--- config.mk ---
export PLATFORM = sky130hd
export DESIGN_NAME = tsi_serial_if
export DESIGN_NICKNAME = d
export VERILOG_FILES = /design/src/verilog/tsi_pkg.sv /design/src/verilog/tsi_phase_clock.sv /design/src/verilog/tsi_serial_if.sv
export VERILOG_INCLUDE_DIRS = /design/src /design/src/verilog
export SDC_FILE = /design/constraint.sdc
export NUM_CORES = 1
export LEC_CHECK = 0
export ABC_CLOCK_PERIOD_IN_PS = 4010
export BUFFER_PORTS_ARGS = -buffer_cell sky130_fd_sc_hd__clkbuf_2
export CAP_MARGIN = 40
export CORE_MARGIN = 2
export CORE_UTILIZATION = 45
export DETAILED_ROUTE_END_ITERATION = 16
export PLACE_DENSITY = 0.68
export SYNTH_ARGS = -nofsm -noshare
export SYNTH_HDL_FRONTEND = slang
export SYNTH_SLANG_ARGS = --single-unit
--- constraint.sdc ---
create_clock -name mclk -period 4.01 [get_ports mclk]
set_clock_uncertainty 0.1 [all_clocks]
set_input_delay 0.802 -clock mclk [delete_from_list [all_inputs] [get_ports mclk]]
set_output_delay 0.802 -clock mclk [all_outputs]
set_load 0.02 [all_outputs]
--- src/verilog/tsi_cfg.svh ---
// Purpose: constants for the teletype serial interface
// Assumes: 10 MHz mclk, AXI4-Lite register window of 32-bit words
// Notes: byte offsets, field positions, reset values and timing figures
`ifndef TSI_CFG_SVH
`define TSI_CFG_SVH

// register byte offsets
`define TSI_OFS_IOADDR 8'h00
`define TSI_OFS_MODECTL 8'h04
`define TSI_OFS_SKIP 8'h08
`define TSI_OFS_INPUT 8'h0c
`define TSI_OFS_OUTPUT 8'h10
`define TSI_OFS_MASK 8'h14
`define TSI_OFS_STATUS 8'h18

// address field of an i/o instruction
`define TSI_DEV_CODE 6'h04
`define TSI_DEV_LSB 0
`define TSI_DEV_MSB 5
`define TSI_MODE_BIT 6
`define TSI_FUNC_A_BIT 8

// status word fields
`define TSI_ST_READY 0
`define TSI_ST_BUSY 1
`define TSI_ST_SHIFT 2
`define TSI_ST_STOP 3
`define TSI_ST_OUTMODE 4
`define TSI_ST_LINE 5
`define TSI_ST_RXDATA 6

// stage patterns
`define TSI_STAGES_MARK 9'h1ff
`define TSI_STAGES_MODE 9'h001
`define TSI_STAGES_RST 9'h1ff

// bus answers
`define TSI_RESP_OKAY 2'h0
`define TSI_RESP_SLVERR 2'h2

// bit time of the current loop and the clock period
`define TSI_BIT_TIME_US 9091
`define TSI_CLK_PERIOD_NS 100
`define TSI_BIT_CYCLES ((`TSI_BIT_TIME_US * 1000) / `TSI_CLK_PERIOD_NS)

`endif

--- src/verilog/tsi_pkg.sv ---
// Purpose: shared types of the teletype serial interface
// Assumes: nothing beyond the configuration header
// Notes: stage index 8 is the top stage, index 0 the final stage
package tsi_pkg;
	typedef logic [8:0] tsi_stages_t;
	typedef logic [9:0] tsi_code_t;
endpackage

--- src/verilog/tsi_phase_clock.sv ---
// Purpose: two-phase bit clock, one shift slot per line bit period
// Assumes: run is the busy flip-flop, restarts are single-cycle pulses
// Notes: phase one leads phase two by one mclk inside each period
`timescale 1ns/1ns
`include "tsi_cfg.svh"
module tsi_phase_clock
	import tsi_pkg::*;
#(
	parameter int BIT_CYCLES = `TSI_BIT_CYCLES
) (
	input wire logic mclk,
	input wire logic reset,
	input wire logic run,
	input wire logic restartZero,
	input wire logic restartHalf,
	output logic phaseOne,
	output logic phaseTwo
);
	localparam int CW = $clog2(BIT_CYCLES);
	localparam logic [CW-1:0] LAST = CW'(BIT_CYCLES - 1);
	localparam logic [CW-1:0] HALF = CW'(BIT_CYCLES / 2);

	generate
		if (BIT_CYCLES < 4) begin : g_bad
			$error("tsi_phase_clock: BIT_CYCLES must be at least 4");
		end
	endgenerate

	logic [CW-1:0] cnt_q;
	logic [CW-1:0] cnt_d;

	// restart wins; a halted clock parks at zero
	assign cnt_d = restartHalf ? HALF :
		restartZero ? '0 :
		!run ? '0 :
		(cnt_q == LAST) ? '0 : cnt_q + CW'(1);

	// phases decode the count so both stop at once with busy
	assign phaseOne = run && (cnt_q == LAST - CW'(1));
	assign phaseTwo = run && (cnt_q == LAST);

	always_ff @(posedge mclk or posedge reset) begin
		if (reset) begin
			cnt_q <= '0;
		end else begin
			cnt_q <= cnt_d;
		end
	end
endmodule

--- src/verilog/tsi_serial_if.sv ---
// Purpose: teletype serial interface with an AXI4-Lite register window
// Assumes: rxLine and txLine are current-loop levels, 1 = mark
// Notes: i/o instructions are issued as accesses to the window
`timescale 1ns/1ns
`include "tsi_cfg.svh"
// Notes on behaviour
// - receive: first shift enters a space marker
// - eight data bits enter top, stages shift down
// - marker at final stage clears shift enable
// - no shift, no sequence: phase two sets stop
// - ninth receive shift forces received data mark
// - stop drops busy, halts clock, sets ready
// - skip codes 0004/0204 answer with ready
// - ready and mask raise interrupt request
// - four input codes gate stages onto bus
// - read acknowledge with select clears ready
// - output instruction clears ready, makes load pulse
// - load: clear final, set busy, load, start
// - phase one sets shift enable; line sends space
// - transfer shows not ready and busy
// - transmit shifts down; line follows final stage
// - first transmit shift enters one, then zeros
// - end of character clears shift enable
// - stop plus sequence ends transmit, drops busy
// - output mode control: busy, final set, rest clear
// - no output by second phase one: busy drops
// - character: start space, eight data, two marks
// - selected on code xx04; bit six picks mode
// - input mode control sets stages to mark, clears flags
module tsi_serial_if
	import tsi_pkg::*;
#(
	parameter int BIT_CYCLES = `TSI_BIT_CYCLES
) (
	input wire logic mclk,
	input wire logic reset,
	input wire logic awvalid,
	output logic awready,
	input wire logic [7:0] awaddr,
	input wire logic wvalid,
	output logic wready,
	input wire logic [31:0] wdata,
	input wire logic [3:0] wstrb,
	output logic bvalid,
	input wire logic bready,
	output logic [1:0] bresp,
	input wire logic arvalid,
	output logic arready,
	input wire logic [7:0] araddr,
	output logic rvalid,
	input wire logic rready,
	output logic [31:0] rdata,
	output logic [1:0] rresp,
	input wire logic rxLine,
	output logic txLine,
	output logic interruptRequestLine
);
	// ---------------- bus slave ----------------
	logic awHeld_q, wHeld_q, awready_q, wready_q, bvalid_q;
	logic arready_q, rvalid_q;
	logic [7:0] wrAddr_q;
	logic [31:0] wrData_q;
	logic [3:0] wrStrb_q;
	logic [1:0] bresp_q, rresp_q;
	logic [31:0] rdata_q;
	logic awHeld_d, wHeld_d, bvalid_d, rvalid_d;
	logic awHandshake, wHandshake, arHandshake, doWrite;
	logic wrMapped, rdMapped;
	logic [31:0] rdWord;

	// address and data may arrive in either order; write once both held
	assign awHandshake = awvalid && awready_q;
	assign wHandshake = wvalid && wready_q;
	assign arHandshake = arvalid && arready_q;
	assign doWrite = awHeld_q && wHeld_q;
	assign awHeld_d = (awHeld_q || awHandshake) && !doWrite;
	assign wHeld_d = (wHeld_q || wHandshake) && !doWrite;
	assign bvalid_d = (bvalid_q && !bready) || doWrite;
	assign rvalid_d = (rvalid_q && !rready) || arHandshake;
	assign wrMapped = (wrAddr_q == `TSI_OFS_IOADDR) ||
		(wrAddr_q == `TSI_OFS_MODECTL) ||
		(wrAddr_q == `TSI_OFS_OUTPUT) ||
		(wrAddr_q == `TSI_OFS_MASK);
	assign rdMapped = (araddr == `TSI_OFS_IOADDR) ||
		(araddr == `TSI_OFS_SKIP) || (araddr == `TSI_OFS_INPUT) ||
		(araddr == `TSI_OFS_MASK) || (araddr == `TSI_OFS_STATUS);

	// ready falls while a request is held, so one write at a time
	always_ff @(posedge mclk or posedge reset) begin
		if (reset) begin
			awHeld_q <= 1'b0;
			wHeld_q <= 1'b0;
			awready_q <= 1'b0;
			wready_q <= 1'b0;
			bvalid_q <= 1'b0;
			bresp_q <= `TSI_RESP_OKAY;
			wrAddr_q <= 8'h00;
			wrData_q <= 32'h0000_0000;
			wrStrb_q <= 4'h0;
		end else begin
			awHeld_q <= awHeld_d;
			wHeld_q <= wHeld_d;
			awready_q <= !awHeld_d && !bvalid_d;
			wready_q <= !wHeld_d && !bvalid_d;
			bvalid_q <= bvalid_d;
			if (doWrite) begin
				bresp_q <= wrMapped ? `TSI_RESP_OKAY : `TSI_RESP_SLVERR;
			end
			if (awHandshake) begin
				wrAddr_q <= awaddr;
			end
			if (wHandshake) begin
				wrData_q <= wdata;
				wrStrb_q <= wstrb;
			end
		end
	end

	// reads answer one edge after the address is taken
	always_ff @(posedge mclk or posedge reset) begin
		if (reset) begin
			arready_q <= 1'b0;
			rvalid_q <= 1'b0;
			rdata_q <= 32'h0000_0000;
			rresp_q <= `TSI_RESP_OKAY;
		end else begin
			arready_q <= !rvalid_d;
			rvalid_q <= rvalid_d;
			if (arHandshake) begin
				rdata_q <= rdMapped ? rdWord : 32'h0000_0000;
				rresp_q <= rdMapped ? `TSI_RESP_OKAY : `TSI_RESP_SLVERR;
			end
		end
	end

	assign awready = awready_q;
	assign wready = wready_q;
	assign bvalid = bvalid_q;
	assign bresp = bresp_q;
	assign arready = arready_q;
	assign rvalid = rvalid_q;
	assign rdata = rdata_q;
	assign rresp = rresp_q;

	// ---------------- instruction decode ----------------
	tsi_code_t ioAddr_q;
	logic interruptMaskFf_q;
	logic deviceSelected, modeControlInstr, outputFromAccInstr;
	logic inputToAccInstr, inputCodeOk, readAckStrobe;
	logic outEnable, inEnable, readyClearStrobe, outputLoadPulse;
	logic busyTest, skipAnswer;
	logic strb0;

	// address field latched by software, used by every instruction
	assign strb0 = wrStrb_q[0];
	assign deviceSelected =
		(ioAddr_q[`TSI_DEV_MSB:`TSI_DEV_LSB] == `TSI_DEV_CODE);
	assign modeControlInstr = doWrite && strb0 &&
		(wrAddr_q == `TSI_OFS_MODECTL) && deviceSelected;
	assign outEnable = modeControlInstr && ioAddr_q[`TSI_MODE_BIT];
	assign inEnable = modeControlInstr && !ioAddr_q[`TSI_MODE_BIT];
	assign outputFromAccInstr = doWrite && strb0 &&
		(wrAddr_q == `TSI_OFS_OUTPUT) && deviceSelected;
	assign inputToAccInstr = arHandshake && (araddr == `TSI_OFS_INPUT);
	// codes 0004, 1004, 0204, 1204 leave bits six and eight clear
	assign inputCodeOk = deviceSelected && !ioAddr_q[`TSI_MODE_BIT] &&
		!ioAddr_q[`TSI_FUNC_A_BIT];
	assign readAckStrobe = inputToAccInstr && inputCodeOk;
	assign readyClearStrobe = readAckStrobe || outputFromAccInstr;

	// ---------------- sequence flip-flops ----------------
	tsi_stages_t stages_q, stages_d;
	logic shiftEnableFf_q, secondSequenceFf_q, stopFf_q, busyFf_q;
	logic readyFf_q, outputStartFf_q, outputModeFf_q;
	logic dummyArm_q, dummyCount_q;
	logic rxSync1_q, rxSync2_q, rxPrev_q;
	logic lineDriver_q, irq_q;
	logic phaseOneClock, phaseTwoClock, shiftPulse;
	logic finalBufferStage, topBufferStage, receivedDataSignal;
	logic endOfCharacter, rxStart, fillBit, firstRxShift;
	logic shiftEnable_d, secondSequence_d, stop_d, busy_d, ready_d;
	logic outputStart_d, outputMode_d, dummyArm_d, dummyCount_d;
	logic rxDone, txDone, dummyExpire;

	// fixed stage patterns, kept as vectors so each stage picks its bit
	localparam tsi_stages_t STAGES_MARK = `TSI_STAGES_MARK;
	localparam tsi_stages_t STAGES_MODE = `TSI_STAGES_MODE;
	tsi_stages_t loadWord;

	assign finalBufferStage = stages_q[0];
	assign topBufferStage = stages_q[8];

	// a load while a character is going out is refused
	assign outputLoadPulse = outputFromAccInstr && outputModeFf_q &&
		(!busyFf_q || dummyArm_q);

	// receive starts on the start-bit edge, only with no character held
	assign rxStart = !outputModeFf_q && !busyFf_q && !readyFf_q &&
		rxPrev_q && !rxSync2_q;

	tsi_phase_clock #(
		.BIT_CYCLES(BIT_CYCLES)
	) u_phase (
		.mclk(mclk),
		.reset(reset),
		.run(busyFf_q),
		.restartZero(outputLoadPulse || outEnable),
		.restartHalf(rxStart),
		.phaseOne(phaseOneClock),
		.phaseTwo(phaseTwoClock)
	);

	// one shift per period, at mid-bit when receiving
	assign shiftPulse = phaseTwoClock && shiftEnableFf_q;

	// received data is held mark once the marker has arrived
	assign receivedDataSignal = !finalBufferStage ? 1'b1 : rxSync2_q;
	assign firstRxShift = (stages_q == `TSI_STAGES_MARK);
	assign endOfCharacter = outputModeFf_q &&
		(stages_q == `TSI_STAGES_MODE);
	assign fillBit = outputModeFf_q ? outputStartFf_q :
		firstRxShift ? 1'b0 : receivedDataSignal;

	// per-stage next value: stages below the top copy the one above on a shift, the top takes the fill bit
	assign loadWord = {wrData_q[7:0], 1'b0};
	genvar gi;
	generate
		for (gi = 0; gi < 8; gi++) begin : g_stage
			assign stages_d[gi] = inEnable ? STAGES_MARK[gi] :
				outEnable ? STAGES_MODE[gi] :
				outputLoadPulse ? loadWord[gi] :
				rxStart ? 1'b1 :
				shiftPulse ? stages_q[gi+1] : stages_q[gi];
		end
	endgenerate
	assign stages_d[8] = inEnable ? STAGES_MARK[8] :
		outEnable ? STAGES_MODE[8] :
		outputLoadPulse ? loadWord[8] :
		rxStart ? 1'b1 :
		shiftPulse ? fillBit : topBufferStage;

	// completions of the three kinds of cycle
	assign rxDone = !outputModeFf_q && stopFf_q;
	assign txDone = outputModeFf_q && secondSequenceFf_q &&
		finalBufferStage;
	assign dummyExpire = dummyArm_q && phaseOneClock && dummyCount_q;

	// shift enable: set on phase one, cleared by marker or end code
	assign shiftEnable_d =
		(inEnable || outEnable || rxStart) ? 1'b0 :
		!phaseOneClock ? shiftEnableFf_q :
		outputModeFf_q ?
			(endOfCharacter ? 1'b0 :
			(!finalBufferStage && !secondSequenceFf_q) ? 1'b1 :
			shiftEnableFf_q) :
		(!finalBufferStage ? 1'b0 :
		!stopFf_q ? 1'b1 : shiftEnableFf_q);

	// stop is set by phase two once shifting and sequence are idle
	assign stop_d = (inEnable || outEnable || rxDone || txDone) ? 1'b0 :
		(phaseTwoClock && !shiftEnableFf_q && !secondSequenceFf_q &&
		!dummyArm_q) ? 1'b1 : stopFf_q;

	// second stop bit: one more period of mark before the end
	assign secondSequence_d = (inEnable || outEnable || txDone) ? 1'b0 :
		(phaseTwoClock && stopFf_q && outputModeFf_q) ? 1'b1 :
		secondSequenceFf_q;

	// busy gates the phase clock
	assign busy_d = (outEnable || outputLoadPulse || rxStart) ? 1'b1 :
		(inEnable || rxDone || txDone || dummyExpire) ? 1'b0 :
		busyFf_q;

	// set wins over the clear strobe arriving in the same cycle
	assign ready_d = (rxDone || txDone || dummyExpire) ? 1'b1 :
		(readyClearStrobe || inEnable) ? 1'b0 : readyFf_q;

	assign outputStart_d = outputLoadPulse ? 1'b1 :
		(shiftPulse && outputModeFf_q) ? 1'b0 : outputStartFf_q;
	assign outputMode_d = outEnable ? 1'b1 :
		inEnable ? 1'b0 : outputModeFf_q;

	// dummy cycle counts phase-one pulses after output mode control
	assign dummyArm_d = outEnable ? 1'b1 :
		(outputLoadPulse || inEnable || dummyExpire) ? 1'b0 : dummyArm_q;
	assign dummyCount_d = (outEnable || outputLoadPulse || inEnable) ?
		1'b0 : (dummyArm_q && phaseOneClock) ? 1'b1 : dummyCount_q;

	always_ff @(posedge mclk or posedge reset) begin
		if (reset) begin
			stages_q <= `TSI_STAGES_RST;
			shiftEnableFf_q <= 1'b0;
			secondSequenceFf_q <= 1'b0;
			stopFf_q <= 1'b0;
			busyFf_q <= 1'b0;
			readyFf_q <= 1'b0;
			outputStartFf_q <= 1'b0;
			outputModeFf_q <= 1'b0;
			dummyArm_q <= 1'b0;
			dummyCount_q <= 1'b0;
		end else begin
			stages_q <= stages_d;
			shiftEnableFf_q <= shiftEnable_d;
			secondSequenceFf_q <= secondSequence_d;
			stopFf_q <= stop_d;
			busyFf_q <= busy_d;
			readyFf_q <= ready_d;
			outputStartFf_q <= outputStart_d;
			outputModeFf_q <= outputMode_d;
			dummyArm_q <= dummyArm_d;
			dummyCount_q <= dummyCount_d;
		end
	end

	// software registers: address field and interrupt mask
	always_ff @(posedge mclk or posedge reset) begin
		if (reset) begin
			ioAddr_q <= '0;
			interruptMaskFf_q <= 1'b0;
		end else if (doWrite && wrAddr_q == `TSI_OFS_IOADDR) begin
			if (wrStrb_q[0]) ioAddr_q[7:0] <= wrData_q[7:0];
			if (wrStrb_q[1]) ioAddr_q[9:8] <= wrData_q[9:8];
		end else if (doWrite && strb0 && wrAddr_q == `TSI_OFS_MASK) begin
			interruptMaskFf_q <= wrData_q[0];
		end
	end

	// line input passes two flops; the edge detector reads the second
	always_ff @(posedge mclk or posedge reset) begin
		if (reset) begin
			rxSync1_q <= 1'b1;
			rxSync2_q <= 1'b1;
			rxPrev_q <= 1'b1;
			lineDriver_q <= 1'b1;
			irq_q <= 1'b0;
		end else begin
			rxSync1_q <= rxLine;
			rxSync2_q <= rxSync1_q;
			rxPrev_q <= rxSync2_q;
			lineDriver_q <= !outputModeFf_q || finalBufferStage;
			irq_q <= readyFf_q && interruptMaskFf_q;
		end
	end

	assign txLine = lineDriver_q;
	assign interruptRequestLine = irq_q;

	// ---------------- read data ----------------
	// skip codes: bit six set tests not busy, else tests ready
	assign busyTest = ioAddr_q[`TSI_MODE_BIT];
	assign skipAnswer = deviceSelected && !ioAddr_q[`TSI_FUNC_A_BIT] &&
		(busyTest ? !busyFf_q : readyFf_q);
	assign rdWord =
		(araddr == `TSI_OFS_IOADDR) ? {22'h0, ioAddr_q} :
		(araddr == `TSI_OFS_SKIP) ? {31'h0, skipAnswer} :
		(araddr == `TSI_OFS_INPUT) ?
			(inputCodeOk ? {24'h0, stages_q[8:1]} : 32'h0) :
		(araddr == `TSI_OFS_MASK) ? {31'h0, interruptMaskFf_q} :
		(araddr == `TSI_OFS_STATUS) ? {25'h0,
			receivedDataSignal, lineDriver_q, outputModeFf_q,
			stopFf_q, shiftEnableFf_q, busyFf_q, readyFf_q} :
		32'h0;
endmodule

Yosys cells after proc, flatten, opt, wreduce, memory -nomap -nowiden
Cells that the tools add are included.

Output and inout bits: 43. Flip-flop bits (word level): 114. Word-level logic and storage cells: 244. Bits of input ports: 60.

Reductions and logical operators: 111. Equality and inequality tests: 14. $add $sub $neg: 1. Bitwise logic cells: 1. Mux-type cells: 85.

Operators with widths (count): 1-bit 2-to-1 mux (72); 17-bit 2-to-1 mux (4); 1-bit logical AND (48); 17-bit equality test, second input constant (2); 8-bit by 5-bit equality test with 1-bit output, second input constant (4); 32-bit 2-to-1 mux (1); 1-bit logical OR (30); 8-bit 2-to-1 mux (3); 2-bit nonzero test (9); 17-bit by 1-bit adder with 17-bit output, second input constant (1); 1-bit logical NOT (17); 8-bit by 4-bit equality test with 1-bit output, second input constant (2); 8-bit logical NOT (2); 7-bit 2-to-1 mux (2); 10-bit 2-to-1 mux (1); 9-bit by 1-bit equality test with 1-bit output, second input constant (1); 9-bit equality test, second input constant (1); 8-bit by 3-bit equality test with 1-bit output, second input constant (1); 6-bit by 3-bit equality test with 1-bit output, second input constant (1); 2-bit AND reduction (3); 5-bit nonzero test (1); 2-bit 2-to-1 mux (2); 4-bit by 1-bit != test with 1-bit output, second input constant (1); 4-bit by 2-bit != test with 1-bit output, second input constant (1); other kinds (2) (2).

Depth between registers and ports, before layout
Gate-level depths: netlist of the first run.

Word-level depth: 10. Depth in mapped cells: 7. Gate-level depth less buffers: 6.

Cells and area by module
A second synthesis of the first run with hierarchy kept.

Cells, all modules: 421. Area, all modules: 4529.3 um^2.

By module, submodules not included: tsi_serial_if (area each 3543.4 um^2, instances 1, seq. area each 1843.0 um^2, cells an instance 315); tsi_phase_clock (area each 985.9 um^2, instances 1, seq. area each 425.4 um^2, cells an instance 106).

Least setup slack after synthesis of the first run
No wires, ideal clock.

Kind: input to register. From: input araddr[1]. To: register rdata_q[0] (netlist: rdata[0]). Stages on the path: 4. Required time: 3.755 ns. Setup slack: 1.836 ns. Arrival: 1.920 ns. Buffers on the path: 0. Setup time: 0.155 ns. Path through: nor3_1 nand2_1 nor4b_2 a211oi_1.

Word-level cells in the longest chain between the ends: 7. Elaborated cells on any way between the ends: 15. Classes of those cells: 4 x eq/ne; 6 x mux; 5 x reduce/logical.

RTL lines: from (decl) (line tsi_serial_if.sv:49) `input wire logic [7:0] araddr,`; 8-bit by 5-bit equality test with 1-bit output (no line); 7-bit 2-to-1 mux (line tsi_serial_if.sv:359) `` (araddr == `TSI_OFS_STATUS) ? {25'h0, ``; 7-bit 2-to-1 mux (line tsi_serial_if.sv:358) `` (araddr == `TSI_OFS_MASK) ? {31'h0, interruptMaskFf_q} : ``; 8-bit 2-to-1 mux (line tsi_serial_if.sv:356) `` (araddr == `TSI_OFS_INPUT) ? ``; 8-bit 2-to-1 mux (line tsi_serial_if.sv:355) `` (araddr == `TSI_OFS_SKIP) ? {31'h0, skipAnswer} : ``; 10-bit 2-to-1 mux (line tsi_serial_if.sv:354) `` (araddr == `TSI_OFS_IOADDR) ? {22'h0, ioAddr_q} : ``; 32-bit 2-to-1 mux (*) (line tsi_serial_if.sv:130) `rdata_q <= rdMapped ? rdWord : 32'h0000_0000;`; to (signal assigned) (line tsi_serial_if.sv:130); to (decl) (line tsi_serial_if.sv:65) `logic [31:0] rdata_q;`.

Every way passes the cells marked *; elsewhere a longest branch is shown, timed or not. A chain may end at the register's enable or synchronous reset.

Worst setup path after layout of the first run
From: register ioAddr_q[0]. To: register stages_q[8].

Word-level cells in the longest chain between the ends: 7. Elaborated cells on any way between the ends: 11. Classes of those cells: 1 x eq/ne; 3 x mux; 7 x reduce/logical.

RTL lines: from (decl) (line tsi_serial_if.sv:146) `tsi_code_t ioAddr_q;`; from (signal assigned) (line tsi_serial_if.sv:321) `if (wrStrb_q[0]) ioAddr_q[7:0] <= wrData_q[7:0];`; 6-bit by 3-bit equality test with 1-bit output (no line) (*); 1-bit logical AND (line tsi_serial_if.sv:162) `assign outputFromAccInstr = doWrite && strb0 &&`; 1-bit logical AND (2 in a row) (line tsi_serial_if.sv:194) `assign outputLoadPulse = outputFromAccInstr && outputModeFf_q &&`; 1-bit 2-to-1 mux (line tsi_serial_if.sv:238) `outputLoadPulse ? loadWord[8] :`; 1-bit 2-to-1 mux (line tsi_serial_if.sv:237) `outEnable ? STAGES_MODE[8] :`; 1-bit 2-to-1 mux (line tsi_serial_if.sv:236) `assign stages_d[8] = inEnable ? STAGES_MARK[8] :`; to (signal assigned) (line tsi_serial_if.sv:291) `` stages_q <= `TSI_STAGES_RST; ``; to (signal assigned) (line tsi_serial_if.sv:302) `stages_q <= stages_d;`; to (decl) (line tsi_serial_if.sv:172) `tsi_stages_t stages_q, stages_d;`.

Marked as above.

==> results of run 1 <==
-- cells in the mapped netlist (3+ instances only) --
library cell and number:
a22o_1 3, and2_1 5, ha_1 3, xor2_1 8
mux2i_1 4, xnor2_1 9, nand2_1 34, nand3_1 21
clkbuf_1 6, nor3_1 13, dfstp_2 13, nor4_1 4
inv_1 10, nor2b_1 5, a22oi_1 12, and3_1 4
mux2_2 31, nand4_1 7, a21oi_1 6, dfrtp_1 77
nor2_1 25, buf_4 25, nand2b_1 3, a211oi_1 7
a41oi_1 7, o21ai_0 31
-- worst register-to-register path: cells and delay by family (launching register included) --
kind / cells / cell delay (ps)
compound gates: 1 / 470
mux: 1 / 330
simple gates: 3 / 1080
flops: 1 / 430
-- power by group through the flow --
stage	Clock (mW)	Combinational [mW]	Sequential, mW
after global placement	0	0.386	1.22
after floorplan	0	0.304	1.21
final	0.634	0.397	1.21
after detailed placement	0	0.402	1.22
after CTS	0.646	0.403	1.21
after global routing	0.695	0.437	1.23
-- kinds of logic (layout without fill, tap and decap cells) --
kind of cell | after synthesis | in the layout
flip-flops | 90 | 90
multiplexers | 36 | 36
AND/OR/NAND/NOR | 142 | 142
XOR/XNOR | 17 | 17
buffers and inverters | 46 | 83
AO/OA/AOI/OAI | 82 | 82
adder cells (fa/ha/maj) | 3 | 3
other | 1 | 24
-- sequential cells by signal (all words and copies together) (netlist names), 2 cells and up --
| register | count |
|---|---|
| wrAddr_q | 8 |
| u_phase.cnt_q | 17 |
| rdata | 10 |
| wrData_q | 10 |
| ioAddr_q | 10 |
| stages_q | 9 |
| wrStrb_q | 2 |
-- cell type report --
cell class	instances	area, sq um
tap	133	166
sequential	90	2270
clock buffer	10	128
inverter	10	38.8
fill	887	4730
timing repair buffer	57	305
multi-input combinational	304	2060
clock inverter	6	73.8
-- worst paths after layout --
check / depth (start not counted) / endpoint / startpoint
hold reg to reg: 0 / rxSync2_q / rxSync1_q
min in group asynchronous: 2 / outputStartFf_q / reset
max in group asynchronous: 4 / stages_q[3] / reset
setup / recovery: 5 / stages_q[8] / ioAddr_q[0]
hold / removal: 0 / rxSync2_q / rxSync1_q
setup reg to reg: 5 / stages_q[8] / ioAddr_q[0]
-- per-stage QoR --
stage                     setup slack [ps]  std cells  cell area [sq um]  util (%)  hold WS (ps)
final                                 1530        610               5040      51.6           259
after detailed placement              1390        594               4840      49.5           247
after global placement                1460        593               4820      49.3           248
after CTS                             1530        610               5040      51.6           260
after floorplan                        794        440               4610         -           245
after global routing                  1400        610               5040      51.6           262
-- per-layer routing --
layer / up-vias / GRT usage, %
li1: 1571 / -
met1: 1642 / 26.6
met2: 137 / 27.8
met3: 10 / 3.57
met4: 0 / 5.69
met5: - / 0
==> metrics.txt, run 1 <==
Post-CTS Setup Bufs=0; cell leakage power=2.13 nW; Initial Util=46.3%; CP arrival=2680 ps; Wirelength per Cell=15.8 um; Congestion Overflow GR=0; Die Area=10900 sq um; Comb power frac=17.7%; Max Slew Vio Count=0; via count=3360; Max FO, Critical Path=10; CP Capture Type=flop; fmax=403 MHz; initial antenna violation count=0; RSZ-0062 raised after global routing=false; largest net degree at the start of global routing=33; area grow syn2layout=11.5%; PD cells=444 nW/um^2; clock group share of total power=28.3%; final setup violation count=0; WP data required=4200 ps; Tcrit/Tclk final=62.0%; Via density=5.51; total power=2.24 mW; WS Path Type=flop to flop; antenna viol nets, final=0; #FFs+latches synth=90; routed wire length=9610 um; DR iter-0 viols=226; Yosys top cell area share=42.6%; internal power=1.55 mW; Net Switching=0.687 mW; largest cells by area after synthesis=dfrtp_1, mux2_2, dfstp_2, buf_4, o21ai_0; met2 routed wirelength=4450 um; Inserted Diodes=0; CP max stage delay=530 ps; yosys warns=0; hpwl dp=7050 um; Top Layer Used=met4; DRT Pass-1 Iters=5; # IOs=103; Slowest cell on crit path=nor4b_4; CTS tree=yes; synthesized netlist cell count=417; GRT Resource Usage Total=18.3%; Die Y-Extent=104 um; multiplexer share of the synthesized area=8.94%; worst slew pin tran=869 ps; row count=36; clk_lat worst skew=360 ps; cts hold-fix bufs=0; XOR/XNOR Fraction of Synth Area=3.29%; nets=535; cell taking the most area after synthesis=dfrtp_1; layout cells sized above 1=28.1%; Metal-1 WL=4530 um; Async S/R FF share, synth=100%; CTS Buf Count=9; TritonCTS Sinks=90; Hold Vio Cnt, Final=0; CTS clock-pin slew for the worst setup and hold paths=90 ps; commonest non-fill, non-tap cell in the layout=dfrtp_1; R2R setup slack=1530 ps; crit-path leading delay family=simple AND/OR/NAND/NOR gates; part of the power in registers=53.9%; outcome=finished, final reports clean; VDD IR-drop max=296 uV; IO Port Bufs=54; dominant synthesized flop cell=dfrtp_1; largest family of logic cells by synthesized area=simple AND/OR/NAND/NOR gates; Worst Path Buf+Inv=0; Adder-Cell Fraction of Synth Area=0.830%; vias in the first global route=3213; Post-Synth Simple-Gate Area=18.3%; sw frac=30.7%; most frequent cells in the layout=dfrtp_1, clkbuf_2, nand2_1; routability congestion estimate=0.870; number of max-cap violations=0; register area share after synthesis=50.2%; WL met3=531 um; Compound-Gate Fraction of Synth Area=12.3%; min Tclk post-route=2480 ps; synthesized cell area=4520 sq um; Mapped Avg Cell Area=10.8 sq um; hold crit path type=flop to flop; H-tree depth=3; crit path launch type=flop; Setup TNS=0 ps; clock buffer depth=2; first-pass GRT wire length=16100 um; distinct cell type count after synthesis=62; DR DRC count=0; die width=104 um; CP cell instances=nor4b_4 > nand2_4 > a211oi_4 > or2_1 > mux2_4; Rel. slew slack=41.9%; EDFF count, synth=0; Resized cells post-CTS=0; root buffer cell=clkbuf_8; core area=9770 sq um
Power figures use the tool's default switching activity.
==> inputs of run 2 (changes only) <==
- ABC_CLOCK_PERIOD_IN_PS: 4010 -> 2100
- PLACE_DENSITY: 0.68 -> 0.71
- clock period: 4.01 -> 2.1 ns (I/O delays scaled with it)
==> metrics.txt, run 2 (synthesis gave the netlist of run 1 again) <==
outcome=finished, final reports clean; layout cells sized above 1=31.7% (+3.6 points); CTS tree=yes; Max Slew Vio Count=0 (unchanged); hpwl dp=7440 um (+5.4%); max reg flops=17 (unchanged); final setup violation count=0 (unchanged); CTS Buf Count=9 (unchanged); # IOs=103 (unchanged); commonest non-fill, non-tap cell in the layout=dfrtp_1; Largest Register=u_phase.cnt_q; crit path from=wrAddr_q[7]; via count=3440 (+2.4%); Via density=5.45 (-1.0%); CP Capture Type=flop; core area=9770 sq um (unchanged); Rel. slew slack=54.9% (+13 points); first-pass GRT wire length=16600 um (+3.6%); routed wire length=9980 um (+3.8%); CTS clock-pin slew for the worst setup and hold paths=100 ps (about the same); worst r2r src=wrAddr_q[7]; worst slew pin tran=675 ps (-193 ps); largest net degree at the start of global routing=29 (-12%); Congestion Overflow GR=0 (unchanged); nets=556 (+3.9%); PD cells=819 nW/um^2 (+85%); Hold Vio Cnt, Final=0 (unchanged); cell leakage power=2.25 nW (+5.2%); row count=36 (unchanged); VDD IR-drop max=603 uV (+100%); Inserted Diodes=0 (unchanged); initial antenna violation count=0 (unchanged); Wirelength per Cell=15.8 um (+0.39%); Die Area=10900 sq um (unchanged); routability congestion estimate=0.902 (+3.7%); Util after Layout=53.6% (+2.0 points); root buffer cell=clkbuf_8; Die Y-Extent=104 um (unchanged); area grow syn2layout=15.9%; Tcrit/Tclk final=96.3% (+34 points); fmax=495 MHz (+23%); Setup TNS=0 ps (unchanged); Placed Instances=614 (+3.4%); vias in the first global route=3396 (+5.7%); H-tree depth=3 (unchanged); DRT Pass-1 Iters=4 (-1); CP arrival=2190 ps (-490 ps); min Tclk post-route=2020 ps (-462 ps); Max FO, Critical Path=8 (-2); Initial Util=46.3% (unchanged); DR iter-0 viols=219 (-3.1%); DR DRC count=0 (unchanged); WS Path Type=flop to flop; final instance count without filler cells=631 (+3.4%); hold crit path type=primary input to asynchronous set/reset pin; clk_lat worst skew=380 ps (+20 ps); clock buffer depth=2 (unchanged); die width=104 um (unchanged); IO Port Bufs=54 (unchanged); TritonCTS Sinks=90 (unchanged); GRT Resource Usage Total=19.1% (+0.81 points); WP data required=2270 ps (-1930 ps); number of max-cap violations=0 (unchanged); crit path launch type=flop; most frequent cells in the layout=dfrtp_1, clkbuf_2, nand2_1; antenna viol nets, final=0 (unchanged)
-- run 2: cell count changes in the layout (fill, tap and decap cells not counted), sizes merged --
cell | before | now
clkinv | 2 | 3
clkbuf | 64 | 63
buf | 3 | 23
a211o | 1 | 2
-- run 2: worst max-delay path: stages (launching register included) --
cell	delay, ps
dfrtp_1	420
nor4_4	360
nand3_4	170
nor3_4	340
nand2_2	190
a311o_1	350
-- run 2: cell type report --
| cell class | instances | area, sq um |
|---|---|---|
| fill | 878 | 4540 |
| sequential | 90 | 2270 |
| multi-input combinational | 305 | 2090 |
| timing repair buffer | 77 | 468 |
| tap | 133 | 166 |
| clock buffer | 9 | 124 |
| clock inverter | 7 | 76.3 |
| inverter | 10 | 41.3 |
-- run 2: layer usage --
| layer | track usage, % | part of all wire, % | vias up |
|---|---|---|---|
| li1 | - | - | 1627 |
| met1 | 26.6 | 45 | 1686 |
| met2 | 29.4 | 47 | 111 |
| met3 | 4.14 | 5.9 | 16 |
| met4 | 7.43 | 2.1 | 0 |
| met5 | 0 | 0 | - |
-- run 2: what timing repair did --
action / in CTS / in global routing
setup buffers: 0 / 0
gates resized for setup: 0 / 5
endpoints found under the hold margin: 0 / 0
hold buffers: 0 / 0
setup endpoints to repair: 0 / 28
-- run 2: stage by stage --
step           hold WS, ps  worst slack (ps)  area [sq um]  power, mW
2_1_floorplan          245              95.6          4610       2.89
3_3_place_gp           248               114          5010       3.09
3_5_place_dp           247              52.2          5010       3.13
4_1_cts               11.1              38.3          5210       4.34
5_1_grt               8.81             -13.2          5240       4.52
6_report              19.1              78.2          5240       4.29
-- run 2: where the power goes --
part / internal [mW] / total (mW) / switching, mW
Sequential: 2.03 / 2.31 / 0.275
Clock: 0.560 / 1.20 / 0.641
Combinational: 0.386 / 0.785 / 0.399
-- run 2: final timing paths --
| kind | to | slack [ps] | cells past startpoint |
|---|---|---|---|
| max | busyFf_q | 80 | 5 |
| min | stopFf_q | 20 | 2 |
| max reg2reg | busyFf_q | 80 | 5 |
| min reg2reg | rxSync2_q | 260 | 0 |
| max in group asynchronous | u_phase.cnt_q[9] | 1230 | 3 |
| min in group mclk | rxSync1_q | 30 | 1 |
==> inputs of run 3 (changes only) <==
- MAX_ROUTING_LAYER: unset -> met4
- RECOVER_POWER: unset -> 50
==> metrics.txt, run 3 (synthesis gave the netlist of run 1 again) <==
area grow syn2layout=15.6%; Net Switching=1.33 mW (+0.88%); CTS clock-pin slew for the worst setup and hold paths=90 ps (about the same); global-route layer with the greatest usage=met2; min Tclk post-route=2030 ps (+9.71 ps); TritonCTS Sinks=90 (unchanged); Max FO, Critical Path=8 (unchanged); most frequent cells in the layout=dfrtp_1, clkbuf_2, nand2_1; via count=3475 (+1.0%); vias in the first global route=3367 (-0.85%); crit path launch type=flop; CTS tree=yes; Comb power frac=17.5% (-0.8 points); PD cells=852 nW/um^2 (+4.0%); # IOs=103 (unchanged); DRT Pass-1 Iters=6 (+2); antenna viol nets, final=0 (unchanged); largest net degree at the start of global routing=29 (unchanged); cts hold-fix bufs=0 (unchanged); CTS Buf Count=9 (unchanged); root buffer cell=clkbuf_8; Wirelength per Cell=15.9 um (+0.55%); CP Capture Type=flop; Die Y-Extent=104 um (unchanged); crit path from=ioAddr_q[0]; Congestion Overflow GR=0 (unchanged); total power=4.45 mW (+3.7%); met1 global-route usage=27.8% (+1.2 points); Die Area=10900 sq um (unchanged); VDD IR-drop max=565 uV (-6.4%); H-tree depth=3 (unchanged); fmax=492 MHz (-0.48%); final setup violation count=0 (unchanged); Sequential Area=2270 sq um (unchanged); part of the power in registers=51.8% (-1.9 points); nets=556 (unchanged); initial antenna violation count=0 (unchanged); routed wire length=10000 um (+0.55%); met2 Resource Use GR=28.1% (-1.3 points); DR DRC count=0 (unchanged); Fillers=870 (-0.91%); core area=9770 sq um (unchanged); HP Start=rxLine; Hold WS=26.7 ps (+7.55 ps); Inserted Diodes=0 (unchanged); hpwl dp=7340 um (-1.3%); Via density=5.51 (+1.0%); Initial Util=46.3% (unchanged); Largest Register=u_phase.cnt_q; WS Path Type=flop to flop; commonest non-fill, non-tap cell in the layout=dfrtp_1; sw frac=29.8% (-0.84 points); max reg flops=17 (unchanged); GRT Resource Usage Total=19.9% (+0.72 points); met3 Use GR=3.45% (-0.69 points); clk_lat worst skew=380 ps (about the same); row count=36 (unchanged); die width=104 um (unchanged); worst r2r src=ioAddr_q[0]; CP arrival=2190 ps (about the same); clock group share of total power=30.8% (+2.8 points); area occupied by multi-input gates=2090 sq um (-0.42%); outcome=finished, final reports clean; IO Port Bufs=54 (unchanged); Setup TNS=0 ps (unchanged); Rel. slew slack=15.2% (-40 points); Max Slew Vio Count=0 (unchanged); Tcrit/Tclk final=96.7% (+0.46 points); WP data required=2260 ps (about the same); internal power=3.12 mW (+5.0%); number of max-cap violations=0 (unchanged); Hold Vio Cnt, Final=0 (unchanged); DR iter-0 viols=277 (+26%); clock buffer depth=2 (unchanged); layout cells sized above 1=31.1% (-0.60 points); hold crit path type=primary input to flop; first-pass GRT wire length=16700 um (+0.29%); worst slew pin tran=1260 ps (+589 ps); routability congestion estimate=0.916 (+1.5%); cell leakage power=2.25 nW (about the same)
==> run 3: changes by cell type in the layout (fill, tap and decap cells not counted), moves of 2 or more <==
cell      change
dfstp_1       +2
dfstp_2       -2
buf_12        -2
clkbuf_2      +2
clkinv_2      -2
==> run 3: power groups by stage <==
stage	Clock, mW	Sequential (mW)	Combinational [mW]
2_1_floorplan	0	2.31	0.581
3_3_place_gp	0	2.33	0.766
3_5_place_dp	0	2.34	0.793
4_1_cts	1.39	2.30	0.798
5_1_grt	1.46	2.36	0.863
6_report	1.37	2.30	0.779
==> run 3: worst max-delay path, cell delays in order (launching register included) <==
cell and delay [ps]:
dfrtp_1 440, nor4b_4 320, buf_4 200, nand2_4 80, nor3_4 260, nand2_2 180
a311o_1 340
==> run 3: per-layer routing <==
metal  wire [um]  part of all wire, %
met5           0                    0
met4         231                  2.3
met3         625                  6.2
met2        4590                   46
met1        4590                   46
==> run 3: stage by stage <==
stage,setup WS [ps],std cells,utilization (%),area [sq um]
after floorplan,95.6,440,-,4610
after global placement,113,613,51.2,5000
after detailed placement,93.0,613,51.2,5000
after CTS,37.6,629,53.5,5230
after global routing,-3.25,631,53.5,5230
final,68.5,631,53.5,5230
==> run 3: repair_timing <==
action,4_1_cts,5_1_grt
setup endpoints to repair,0,27
gates resized for setup,0,4
buffers inserted,0,1
==> run 3: final timing paths <==
kind / slack [ps] / end / depth (start not counted)
max: 70 / busyFf_q / 6
min: 30 / rxSync1_q / 1
max reg2reg: 70 / busyFf_q / 6
min reg2reg: 270 / rxSync2_q / 0
max in group asynchronous: 570 / wrAddr_q[2] / 3
min in group asynchronous: 170 / stopFf_q / 2
==> run 3: final cells by class <==
class	instances	share of cell area (%)
Multi-Input combinational cell	305	39.9
Tap cell	133	3.18
Sequential cell	90	43.4
Inverter	10	0.742
Clock inverter	6	1.84
Timing Repair Buffer	77	8.31
Clock buffer	10	2.63
